==> config.mk <==
export PLATFORM = sky130hd
export DESIGN_NAME = dcim_top
export DESIGN_NICKNAME = d
export VERILOG_FILES = /design/src/core/dcim_pkg.sv /design/src/core/dcim_prio.sv /design/src/core/dcim_top.sv
export VERILOG_INCLUDE_DIRS = /design/src /design/src/core
export SDC_FILE = /design/constraint.sdc
export NUM_CORES = 1
export LEC_CHECK = 0
export ABC_AREA = 1
export BUFFER_PORTS_ARGS = -buffer_cell sky130_fd_sc_hd__buf_4
export CAP_MARGIN = 10
export CORE_UTILIZATION = 35
export DETAILED_ROUTE_END_ITERATION = 6
export PLACE_DENSITY = 0.59
export SLEW_MARGIN = 20
export SYNTH_ARGS = -nofsm -noshare
export SYNTH_HDL_FRONTEND = slang
export SYNTH_HIERARCHICAL = 1
export SYNTH_SLANG_ARGS = --single-unit
==> constraint.sdc <==
create_clock -name sys_clk_i -period 23.1 [get_ports sys_clk_i]
set_clock_uncertainty 0.2 [all_clocks]
set_input_delay 1.155 -clock sys_clk_i [delete_from_list [all_inputs] [get_ports sys_clk_i]]
set_output_delay 1.155 -clock sys_clk_i [all_outputs]
set_load 0.01 [all_outputs]
==> src/core/dcim_cfg.svh <==
// dcim_cfg.svh: offsets, field positions and reset values for the direct-control interrupt mask block
// assumes: included by bare name by dcim_top and the testbench; the package does not include it
`ifndef DCIM_CFG_SVH
`define DCIM_CFG_SVH

// =====================================================================
// register byte offsets
`define DCIM_OFF_PSW_HI 12'h000
`define DCIM_OFF_PSW_LO 12'h004
`define DCIM_OFF_LISTEN 12'h008
`define DCIM_OFF_CTRL 12'h00c
`define DCIM_OFF_CMD 12'h010
`define DCIM_OFF_IRQ_STAT 12'h014
`define DCIM_OFF_IRQ_MASK 12'h018
`define DCIM_OFF_PEND 12'h01c
`define DCIM_OFF_GRANT 12'h020
`define DCIM_OFF_LOAD_PSW_HI 12'h024
`define DCIM_OFF_LOAD_PSW_LO 12'h028

// =====================================================================
// status word field positions (bit 0 is the msb of the 64-bit word)
`define DCIM_PSW_EXT_BIT 7
`define DCIM_PSW_MCHK_BIT 13
`define DCIM_PSW_IA_FIRST 40
`define DCIM_PSW_IA_LAST 63

// ctrl register bits
`define DCIM_CTRL_IO_CONTROL_ELEMENT_BIT 0
`define DCIM_CTRL_TEST_BIT 1
`define DCIM_CTRL_STATE_LSB 2
`define DCIM_CTRL_OWNER_LSB 4

// irq status bits
`define DCIM_IRQ_START 0
`define DCIM_IRQ_LOGOUT 1
`define DCIM_IRQ_GRANT 2
`define DCIM_IRQ_DROP 3

// =====================================================================
// reset values
`define DCIM_PSW_RST 64'h0000000000000000
`define DCIM_LISTEN_RST 4'h0
`define DCIM_CTRL_RST 8'h00

`endif

==> src/core/dcim_pkg.sv <==
// dcim_pkg.sv: types for the direct-control interrupt mask block
// assumes: dcim_cfg.svh sits alongside
package dcim_pkg;

  // =====================================================================
  // interruption classes in grant priority order
  typedef enum logic [2:0] {
    DCIM_CLS_NONE = 3'b000,
    DCIM_CLS_MCHK = 3'b001,
    DCIM_CLS_PROG = 3'b010,
    DCIM_CLS_SVC = 3'b011,
    DCIM_CLS_EXT = 3'b100,
    DCIM_CLS_IO = 3'b101
  } dcim_class_t;

  // =====================================================================
  // start sequencer
  typedef enum logic [1:0] {
    DCIM_ST_IDLE = 2'b00,
    DCIM_ST_LOAD = 2'b01,
    DCIM_ST_RUN = 2'b10
  } dcim_state_t;

endpackage

==> src/core/dcim_prio.sv <==
// dcim_prio.sv: fixed-priority grant over the five interruption classes
// assumes: requests already gated by the status-word masks, same clock
`timescale 1ns/1ps
module dcim_prio (
  input wire logic mchk_i,
  input wire logic prog_i,
  input wire logic svc_i,
  input wire logic ext_i,
  input wire logic io_i,
  output dcim_pkg::dcim_class_t grant_o
);
  import dcim_pkg::*;

  // =====================================================================
  // priority
  // program ranks above svc; when both are requested at once, program is granted
  always_comb begin
    if (mchk_i) begin
      grant_o = DCIM_CLS_MCHK; // see RQ11
    end else if (prog_i) begin
      grant_o = DCIM_CLS_PROG;
    end else if (svc_i) begin
      grant_o = DCIM_CLS_SVC;
    end else if (ext_i) begin
      grant_o = DCIM_CLS_EXT;
    end else if (io_i) begin
      grant_o = DCIM_CLS_IO;
    end else begin
      grant_o = DCIM_CLS_NONE;
    end
  end

endmodule

==> src/core/dcim_top.sv <==
// dcim_top.sv: direct-control command gating and status-word interrupt masking for one computing element
// assumes: one clock, AHB-Lite slave registers, command and interrupt lines from other elements as async pins
// Functional notes
// RQ1 - an accepted external start loads the status word from location zero and starts at its bits 40 to 63.
// RQ2 - an external start from a sender whose listen bit is clear is ignored.
// RQ3 - a logout command is gated by the same sender listen bits and has no effect otherwise; in io-control-element mode only the owner field gates it.
// RQ4 - a logout is ignored while the test switch is on in configuration state zero; the code checks the switch only outside io-control-element mode.
// RQ5 - in io-control-element mode a logout is obeyed only from the one configured computing element.
// RQ6 - a maskable source is suppressed while its status-word mask bit is 0 and recognized while it is 1; io line 7 never reaches the grant here.
// RQ7 - a source without a mask position raises its interrupt unconditionally.
// RQ8 - requests are sorted into machine check, program, supervisor call, external and input/output.
// RQ9 - this element keeps its own status word and masking, untouched by other elements.
// RQ10 - a pending external interrupt is taken at instruction end only while mask bit 7 is set.
// RQ11 - simultaneous requests are granted machine check, program or svc, external, then input/output.
// RQ12 - machine check is masked by status-word bit 13.
// RQ13 - the status word holds system mask 0-7, key 8-11, mode bits 12-15, code from 20, cc and program mask 34-39.
//
// Chosen here: the AHB-Lite register port and the register addresses.
`timescale 1ns/1ps
`include "dcim_cfg.svh"
module dcim_top #(
  parameter int SENDERS = 4
) (
  input wire logic sys_clk_i,
  input wire logic rst_i,
  input wire logic hsel_i,
  input wire logic [11:0] haddr_i,
  input wire logic [1:0] htrans_i,
  input wire logic hwrite_i,
  input wire logic [2:0] hsize_i,
  input wire logic [31:0] hwdata_i,
  input wire logic hready_i,
  output logic [31:0] hrdata_o,
  output logic hreadyout_o,
  output logic hresp_o,
  input wire logic [SENDERS-1:0] ext_start_i,
  input wire logic [SENDERS-1:0] logout_i,
  input wire logic [7:0] io_req_i,
  input wire logic mchk_req_i,
  input wire logic prog_req_i,
  input wire logic svc_req_i,
  input wire logic ext_req_i,
  input wire logic instr_end_i,
  output logic psw_load_o,
  output logic [23:0] start_addr_o,
  output logic logout_o,
  output dcim_pkg::dcim_class_t grant_class_o,
  output logic grant_o,
  output logic irq_o
);
  import dcim_pkg::*;

  // =====================================================================
  // pin synchronisers
  // command lines take three stages: two to settle the async pin, the third only to find the edge; io and level lines take two
  logic [SENDERS-1:0] start_s1_q, start_s2_q, start_s3_q;
  logic [SENDERS-1:0] logout_s1_q, logout_s2_q, logout_s3_q;
  logic [7:0] io_s1_q, io_s2_q;
  logic [3:0] lvl_s1_q, lvl_s2_q;
  always_ff @(posedge sys_clk_i or posedge rst_i) begin
    if (rst_i) begin
      start_s1_q <= '0;
      start_s2_q <= '0;
      start_s3_q <= '0;
      logout_s1_q <= '0;
      logout_s2_q <= '0;
      logout_s3_q <= '0;
      io_s1_q <= 8'h00;
      io_s2_q <= 8'h00;
      lvl_s1_q <= 4'h0;
      lvl_s2_q <= 4'h0;
    end else begin
      start_s1_q <= ext_start_i;
      start_s2_q <= start_s1_q;
      start_s3_q <= start_s2_q;
      logout_s1_q <= logout_i;
      logout_s2_q <= logout_s1_q;
      logout_s3_q <= logout_s2_q;
      io_s1_q <= io_req_i;
      io_s2_q <= io_s1_q;
      lvl_s1_q <= {mchk_req_i, prog_req_i, svc_req_i, ext_req_i};
      lvl_s2_q <= lvl_s1_q;
    end
  end

  // rising edges, taken only from the second stage onward
  logic [SENDERS-1:0] start_rise, logout_rise;
  assign start_rise = start_s2_q & ~start_s3_q;
  assign logout_rise = logout_s2_q & ~logout_s3_q;

  // =====================================================================
  // registers
  logic [63:0] psw_q;
  logic [63:0] load_psw_q;
  logic [SENDERS-1:0] listen_q;
  logic [7:0] ctrl_q;
  logic [3:0] irq_stat_q, irq_mask_q;
  logic ext_pend_q;

  logic io_mode, test_sw;
  logic [1:0] cfg_state;
  logic [1:0] owner;
  assign io_mode = ctrl_q[`DCIM_CTRL_IO_CONTROL_ELEMENT_BIT];
  assign test_sw = ctrl_q[`DCIM_CTRL_TEST_BIT];
  assign cfg_state = ctrl_q[`DCIM_CTRL_STATE_LSB +: 2];
  assign owner = ctrl_q[`DCIM_CTRL_OWNER_LSB +: 2];

  // status-word bit numbering runs msb first
  function automatic logic psw_bit(input logic [63:0] w, input int n);
    psw_bit = w[63-n];
  endfunction

  // =====================================================================
  // ahb-lite slave: zero wait states, always okay
  logic wr_pend_q;
  logic [11:0] wr_addr_q;
  logic rd_take, wr_take;
  logic word_sz;
  // only whole-word transfers are taken; a narrower one is dropped rather than half-written
  assign word_sz = (hsize_i == 3'h2);
  assign rd_take = hsel_i && hready_i && htrans_i[1] && !hwrite_i && word_sz;
  assign wr_take = hsel_i && hready_i && htrans_i[1] && hwrite_i && word_sz;
  assign hreadyout_o = 1'b1;
  assign hresp_o = 1'b0;

  always_ff @(posedge sys_clk_i or posedge rst_i) begin
    if (rst_i) begin
      wr_pend_q <= 1'b0;
      wr_addr_q <= 12'h000;
    end else begin
      wr_pend_q <= wr_take;
      wr_addr_q <= haddr_i;
    end
  end

  function automatic logic hit(input logic [11:0] a, input logic [11:0] off);
    hit = (a[11:2] == off[11:2]);
  endfunction

  logic wr_cmd;
  assign wr_cmd = wr_pend_q && hit(wr_addr_q, `DCIM_OFF_CMD);

  // =====================================================================
  // command gating
  logic start_ok, logout_ok, logout_drop;
  logic [SENDERS-1:0] owner_vec;
  // an owner index past the sender count leaves no sender able to log this element out
  always_comb begin
    owner_vec = '0;
    owner_vec[owner] = 1'b1;
  end
  assign start_ok = |(start_rise & listen_q) && !io_mode; // see RQ2
  always_comb begin
    if (io_mode) begin
      logout_ok = |(logout_rise & owner_vec); // see RQ5
    end else begin
      logout_ok = |(logout_rise & listen_q) && !(test_sw && cfg_state == 2'b00); // see RQ3 see RQ4
    end
  end
  assign logout_drop = |logout_rise && !logout_ok;

  // =====================================================================
  // external start sequencer
  dcim_state_t st_q;
  always_ff @(posedge sys_clk_i or posedge rst_i) begin
    if (rst_i) begin
      st_q <= DCIM_ST_IDLE;
    end else begin
      case (st_q)
        DCIM_ST_IDLE: begin
          if (start_ok) begin
            st_q <= DCIM_ST_LOAD;
          end
        end
        // a start arriving in the load cycle is dropped; senders space their commands
        DCIM_ST_LOAD: st_q <= DCIM_ST_RUN;
        DCIM_ST_RUN: begin
          if (start_ok) begin
            st_q <= DCIM_ST_LOAD;
          end
        end
        default: st_q <= DCIM_ST_IDLE;
      endcase
    end
  end

  // location-zero word lives in load_psw_q, written by the storage side over the bus
  always_ff @(posedge sys_clk_i or posedge rst_i) begin
    if (rst_i) begin
      psw_load_o <= 1'b0;
      start_addr_o <= 24'h000000;
      logout_o <= 1'b0;
    end else begin
      psw_load_o <= (st_q == DCIM_ST_LOAD);
      if (st_q == DCIM_ST_LOAD) begin
        start_addr_o <= load_psw_q[63-`DCIM_PSW_IA_FIRST:63-`DCIM_PSW_IA_LAST]; // see RQ1
      end
      logout_o <= logout_ok;
    end
  end

  // =====================================================================
  // status word: own copy, only software or a start changes it
  // a start load wins over a bus write in the same cycle
  always_ff @(posedge sys_clk_i or posedge rst_i) begin
    if (rst_i) begin
      psw_q <= `DCIM_PSW_RST;
    end else if (st_q == DCIM_ST_LOAD) begin
      psw_q <= load_psw_q; // see RQ1 see RQ9
    end else if (wr_pend_q && hit(wr_addr_q, `DCIM_OFF_PSW_HI)) begin
      psw_q[63:32] <= hwdata_i; // see RQ13
    end else if (wr_pend_q && hit(wr_addr_q, `DCIM_OFF_PSW_LO)) begin
      psw_q[31:0] <= hwdata_i;
    end
  end

  always_ff @(posedge sys_clk_i or posedge rst_i) begin
    if (rst_i) begin
      load_psw_q <= `DCIM_PSW_RST;
    end else if (wr_pend_q && hit(wr_addr_q, `DCIM_OFF_LOAD_PSW_HI)) begin
      load_psw_q[63:32] <= hwdata_i;
    end else if (wr_pend_q && hit(wr_addr_q, `DCIM_OFF_LOAD_PSW_LO)) begin
      load_psw_q[31:0] <= hwdata_i;
    end
  end

  always_ff @(posedge sys_clk_i or posedge rst_i) begin
    if (rst_i) begin
      listen_q <= `DCIM_LISTEN_RST;
      ctrl_q <= `DCIM_CTRL_RST;
      irq_mask_q <= 4'h0;
    end else if (wr_pend_q) begin
      if (hit(wr_addr_q, `DCIM_OFF_LISTEN)) begin
        listen_q <= hwdata_i[SENDERS-1:0];
      end else if (hit(wr_addr_q, `DCIM_OFF_CTRL)) begin
        ctrl_q <= hwdata_i[7:0];
      end else if (hit(wr_addr_q, `DCIM_OFF_IRQ_MASK)) begin
        irq_mask_q <= hwdata_i[3:0];
      end
    end
  end

  // =====================================================================
  // interruption masking and grant
  logic mchk_m, prog_m, svc_m, ext_m, io_m;
  logic [7:0] io_en;
  genvar g;
  generate
    for (g = 0; g < 8; g++) begin : g_iomask
      assign io_en[g] = io_s2_q[g] & psw_bit(psw_q, g); // see RQ6
    end
  endgenerate
  assign mchk_m = lvl_s2_q[3] && psw_bit(psw_q, `DCIM_PSW_MCHK_BIT); // see RQ12
  assign prog_m = lvl_s2_q[2]; // see RQ7
  assign svc_m = lvl_s2_q[1];
  assign ext_m = ext_pend_q && psw_bit(psw_q, `DCIM_PSW_EXT_BIT); // see RQ10
  // io line 7 shares the external mask position, so it only shows in the pending view
  assign io_m = |io_en[6:0];

  // external requests stay pending until taken; a new arrival wins over the take
  always_ff @(posedge sys_clk_i or posedge rst_i) begin
    if (rst_i) begin
      ext_pend_q <= 1'b0;
    end else if (lvl_s2_q[0] || wr_cmd && hwdata_i[0]) begin
      ext_pend_q <= 1'b1;
    end else if (instr_end_i && grant_class_o == DCIM_CLS_EXT) begin
      ext_pend_q <= 1'b0; // see RQ10
    end
  end

  dcim_class_t cls;
  dcim_prio u_prio (
    .mchk_i(mchk_m),
    .prog_i(prog_m),
    .svc_i(svc_m),
    .ext_i(ext_m),
    .io_i(io_m),
    .grant_o(cls)
  ); // see RQ8 see RQ11

  // registered so the class stays steady across the instruction-end strobe
  always_ff @(posedge sys_clk_i or posedge rst_i) begin
    if (rst_i) begin
      grant_class_o <= DCIM_CLS_NONE;
    end else begin
      grant_class_o <= cls;
    end
  end
  assign grant_o = instr_end_i && (grant_class_o != DCIM_CLS_NONE);

  // =====================================================================
  // event status, write one to clear, set wins
  logic [3:0] ev;
  assign ev = {logout_drop, grant_o, logout_ok, start_ok};
  always_ff @(posedge sys_clk_i or posedge rst_i) begin
    if (rst_i) begin
      irq_stat_q <= 4'h0;
    end else if (wr_pend_q && hit(wr_addr_q, `DCIM_OFF_IRQ_STAT)) begin
      irq_stat_q <= (irq_stat_q & ~hwdata_i[3:0]) | ev;
    end else begin
      irq_stat_q <= irq_stat_q | ev;
    end
  end
  // level built from flops only, so it cannot glitch between edges
  assign irq_o = |(irq_stat_q & irq_mask_q);

  // =====================================================================
  // read data
  // picked in the address phase: a read right behind a write to the same register
  // returns the value from before that write, so software spaces the two
  logic [31:0] rd_d;
  always_comb begin
    rd_d = 32'h00000000;
    if (hit(haddr_i, `DCIM_OFF_PSW_HI)) begin
      rd_d = psw_q[63:32];
    end else if (hit(haddr_i, `DCIM_OFF_PSW_LO)) begin
      rd_d = psw_q[31:0];
    end else if (hit(haddr_i, `DCIM_OFF_LISTEN)) begin
      rd_d[SENDERS-1:0] = listen_q;
    end else if (hit(haddr_i, `DCIM_OFF_CTRL)) begin
      rd_d[7:0] = ctrl_q;
    end else if (hit(haddr_i, `DCIM_OFF_IRQ_STAT)) begin
      rd_d[3:0] = irq_stat_q;
    end else if (hit(haddr_i, `DCIM_OFF_IRQ_MASK)) begin
      rd_d[3:0] = irq_mask_q;
    end else if (hit(haddr_i, `DCIM_OFF_PEND)) begin
      rd_d[12:0] = {mchk_m, prog_m, svc_m, ext_pend_q, 1'b0, io_s2_q};
    end else if (hit(haddr_i, `DCIM_OFF_GRANT)) begin
      rd_d[4:0] = {st_q, grant_class_o};
    end else if (hit(haddr_i, `DCIM_OFF_LOAD_PSW_HI)) begin
      rd_d = load_psw_q[63:32];
    end else if (hit(haddr_i, `DCIM_OFF_LOAD_PSW_LO)) begin
      rd_d = load_psw_q[31:0];
    end
  end

  always_ff @(posedge sys_clk_i or posedge rst_i) begin
    if (rst_i) begin
      hrdata_o <= 32'h00000000;
    end else if (rd_take) begin
      hrdata_o <= rd_d;
    end
  end

endmodule

==> results.yml <==
power:
  cellPowerDensity_nw_per_um2: 74.06
  p_leak_nw: 7.068
  power_mw: 1.001
  peakVddDrop_mv: 0.04891
logic_synthesis:
  ys_seq_area_share_pct: 60.08
  syn_nets: 1305
  synth-seq-cells: 271
  syn_inst: 1230
  synth_cell_types: 40
  ys_warn_count: 6
  synth.area.top_cells: "dfrtp_1, nand2_1, o21ai_0"
  avgSynthCellArea_um2: 9.178
  synth_top_area_share_pct: 60.08
  synth_top_area_cell: "dfrtp_1"
  syn_area_um2: 11290
final_layout:
  drive_gt1_share_pct: 16.03
  fin_area_um2: 13520
  nNetsFinal: 1423
  final_cell_mix: "nand2_1, dfrtp_1, buf_4"
  area_growth_pct: 19.78
  fill_cells: 3104
  finish.utilization_pct: 42.74
  final_common_cell: "nand2_1"
placement:
  place_area_um2: 12620
  gp_congestion: 0.9008
  dpl.hpwl_um: 19870
  io_buffers: 134
worst_hold_path:
  min_path_cells: 0
  hold_class: "reg2reg"
route:
  route.vias.total: 8865
  drt_iter0_drc: 712
  routed_via_density: 5.011
  first_pass_iters: 5
  drc: 0
  totalWireLength_um: 31290
  ant_nets: 0
  routedWlPerCell_um: 17.69
timing:
  relSlewSlack_pct: 31.56
  hold_viol_final: 0
  finalSetupViolations: 0
  finalMaxSlewViolations: 0
  period_share_pct: 12.58
  tns_ns: 0
  max_freq_mhz: 344.1
  max_slew.worst_pin.slew_ns: 1.027
  rsz0062_at_grt: "no"
  fin_crit_ns: 2.907
floorplan:
  io-pin-count: 140
  initial_core_util_pct: 35.68
  row_count: 65
  die_h_um: 181.6
  dieArea_um2: 32970
  coreArea_um2: 31640
  die_w_um: 181.6
clocking:
  htree_levels: 1
  clk_path_buf_depth: 3
  hold_buffers: 0
  cts_tree: "yes"
  cts_setup_buffers: 0
  cts.sinks: 271
  clock_latency_ns: 0.56
  cts.reportedPaths.clkPinSlew_ns: 0.06
  post_cts_resized: 0
  cts_root_buffer: "clkbuf_16"
  numCtsBuffers: 30
global_routing:
  antenna_found_initial: 1
  grt_max_degree: 139
  grt_pass1_vias: 8891
  grt_overflow_total: 0
  grt_use_total_pct: 19.28
  grt_pass1_wl_um: 49740
status:
  status: "finished, final reports clean"
critical_path:
  crit_arrival_ns: 1.55
  path_max_fanout: 2
  ff2ff_path_depth: 7
  critPathCaptureType: "primary output"
  required_ns: 21.75
  setup.worst_path.class: "in2out"
  start_kind: "primary input"
job:
  drv_cap: 0
-- per-stage QoR --
stage                     worst slack, ns  hold slack [ns]  std cells
after floorplan                     14.28           0.1312       1230
final                               20.19           0.1447       1769
after CTS                           20.19           0.1474       1768
after global placement              19.73           0.1332       1718
after detailed placement            19.68           0.1347       1718
after global routing                20.06           0.1548       1768
-- final cells by class --
class / count / area (µm²) / area share, %
Tap cell: 402 / 503.0 / 3.720
Timing Repair Buffer: 145 / 1089 / 8.050
Clock inverter: 7 / 37.54 / 0.2776
Inverter: 121 / 462.9 / 3.424
Sequential cell: 271 / 6782 / 50.15
Multi-Input combinational cell: 779 / 3785 / 27.99
Clock buffer: 43 / 860.8 / 6.366
Antenna cell: 1 / 2.502 / 0.01851
-- cell families (layout without fill, tap and decap cells) --
family / Yosys count / in the layout / synth area share, %
AOI/OAI and AO/OA: 252 / 252 / 13.67
buffers and inverters: 180 / 316 / 6.739
DFF: 271 / 271 / 60.08
other: 2 / 3 / 0.06653
and+or+nand+nor: 525 / 525 / 19.45
-- per-layer routing --
layer	share of wire (%)	track usage, %
met1	46	26.54
met2	45	30.80
met3	7.0	3.610
met4	2.1	6.000
met5	0.054	0
-- synth_stat cells, drive strengths merged --
library cell / count
clkinv: 1
o41ai: 1
nor3b: 5
nand4: 10
clkbuf: 25
a21oi: 33
inv: 120
a31oi: 21
o311ai: 1
o221ai: 31
nand3: 56
conb: 2
o21ai: 112
o2111ai: 1
buf: 34
nand3b: 1
dfrtp: 271
or2: 3
nor4: 2
nor2: 60
or3b: 1
a211oi: 1
o22ai: 9
a221oi: 6
nor3: 7
o211ai: 35
nand2: 380
a22o: 1
-- critical path, cell delays in order --
cell,delay (ns)
buf_4,0.11
nand2_1,0.10
inv_1,0.05
buf_4,0.13
-- report_power, final --
part / switching (mW) / internal (mW) / total [mW]
combinational: 0.0344 / 0.0256 / 0.0600
sequential: 0.00949 / 0.489 / 0.499
clock: 0.187 / 0.255 / 0.443
total: 0.231 / 0.770 / 1.00
-- path summary, 6_finish.rpt --
kind | from | slack, ns | end
worst max-delay path | instr_end_i | 20.19 | grant_o
worst min-delay path | lvl_s1_q[3]$_DFF_PP0_ | 0.14 | lvl_s2_q[3]$_DFF_PP0_
worst max register to register | st_q[0]$_DFFE_PP0P_ | 20.60 | psw_q[37]$_DFFE_PP0P_
worst min register to register | lvl_s1_q[3]$_DFF_PP0_ | 0.14 | lvl_s2_q[3]$_DFF_PP0_
max in group asynchronous | rst_i | 20.57 | io_s2_q[6]$_DFF_PP0_
min in group asynchronous | rst_i | 0.59 | wr_pend_q$_DFF_PP0_
-- registers in the layout, indices dropped and copies added, names as in the netlist, 2 cells and up --
name / count
ctrl_q: 8
grant_class_o: 3
hrdata_o: 32
io_s1_q: 8
io_s2_q: 8
irq_mask_q: 4
irq_stat_q: 4
listen_q: 4
load_psw_q: 64
logout_s1_q: 4
logout_s2_q: 4
logout_s3_q: 4
lvl_s1_q: 4
lvl_s2_q: 4
psw_q: 64
st_q: 2
start_addr_o: 24
start_s1_q: 4
start_s2_q: 4
start_s3_q: 4
wr_addr_q: 10
No activity file was read; power rests on OpenSTA's default activity.
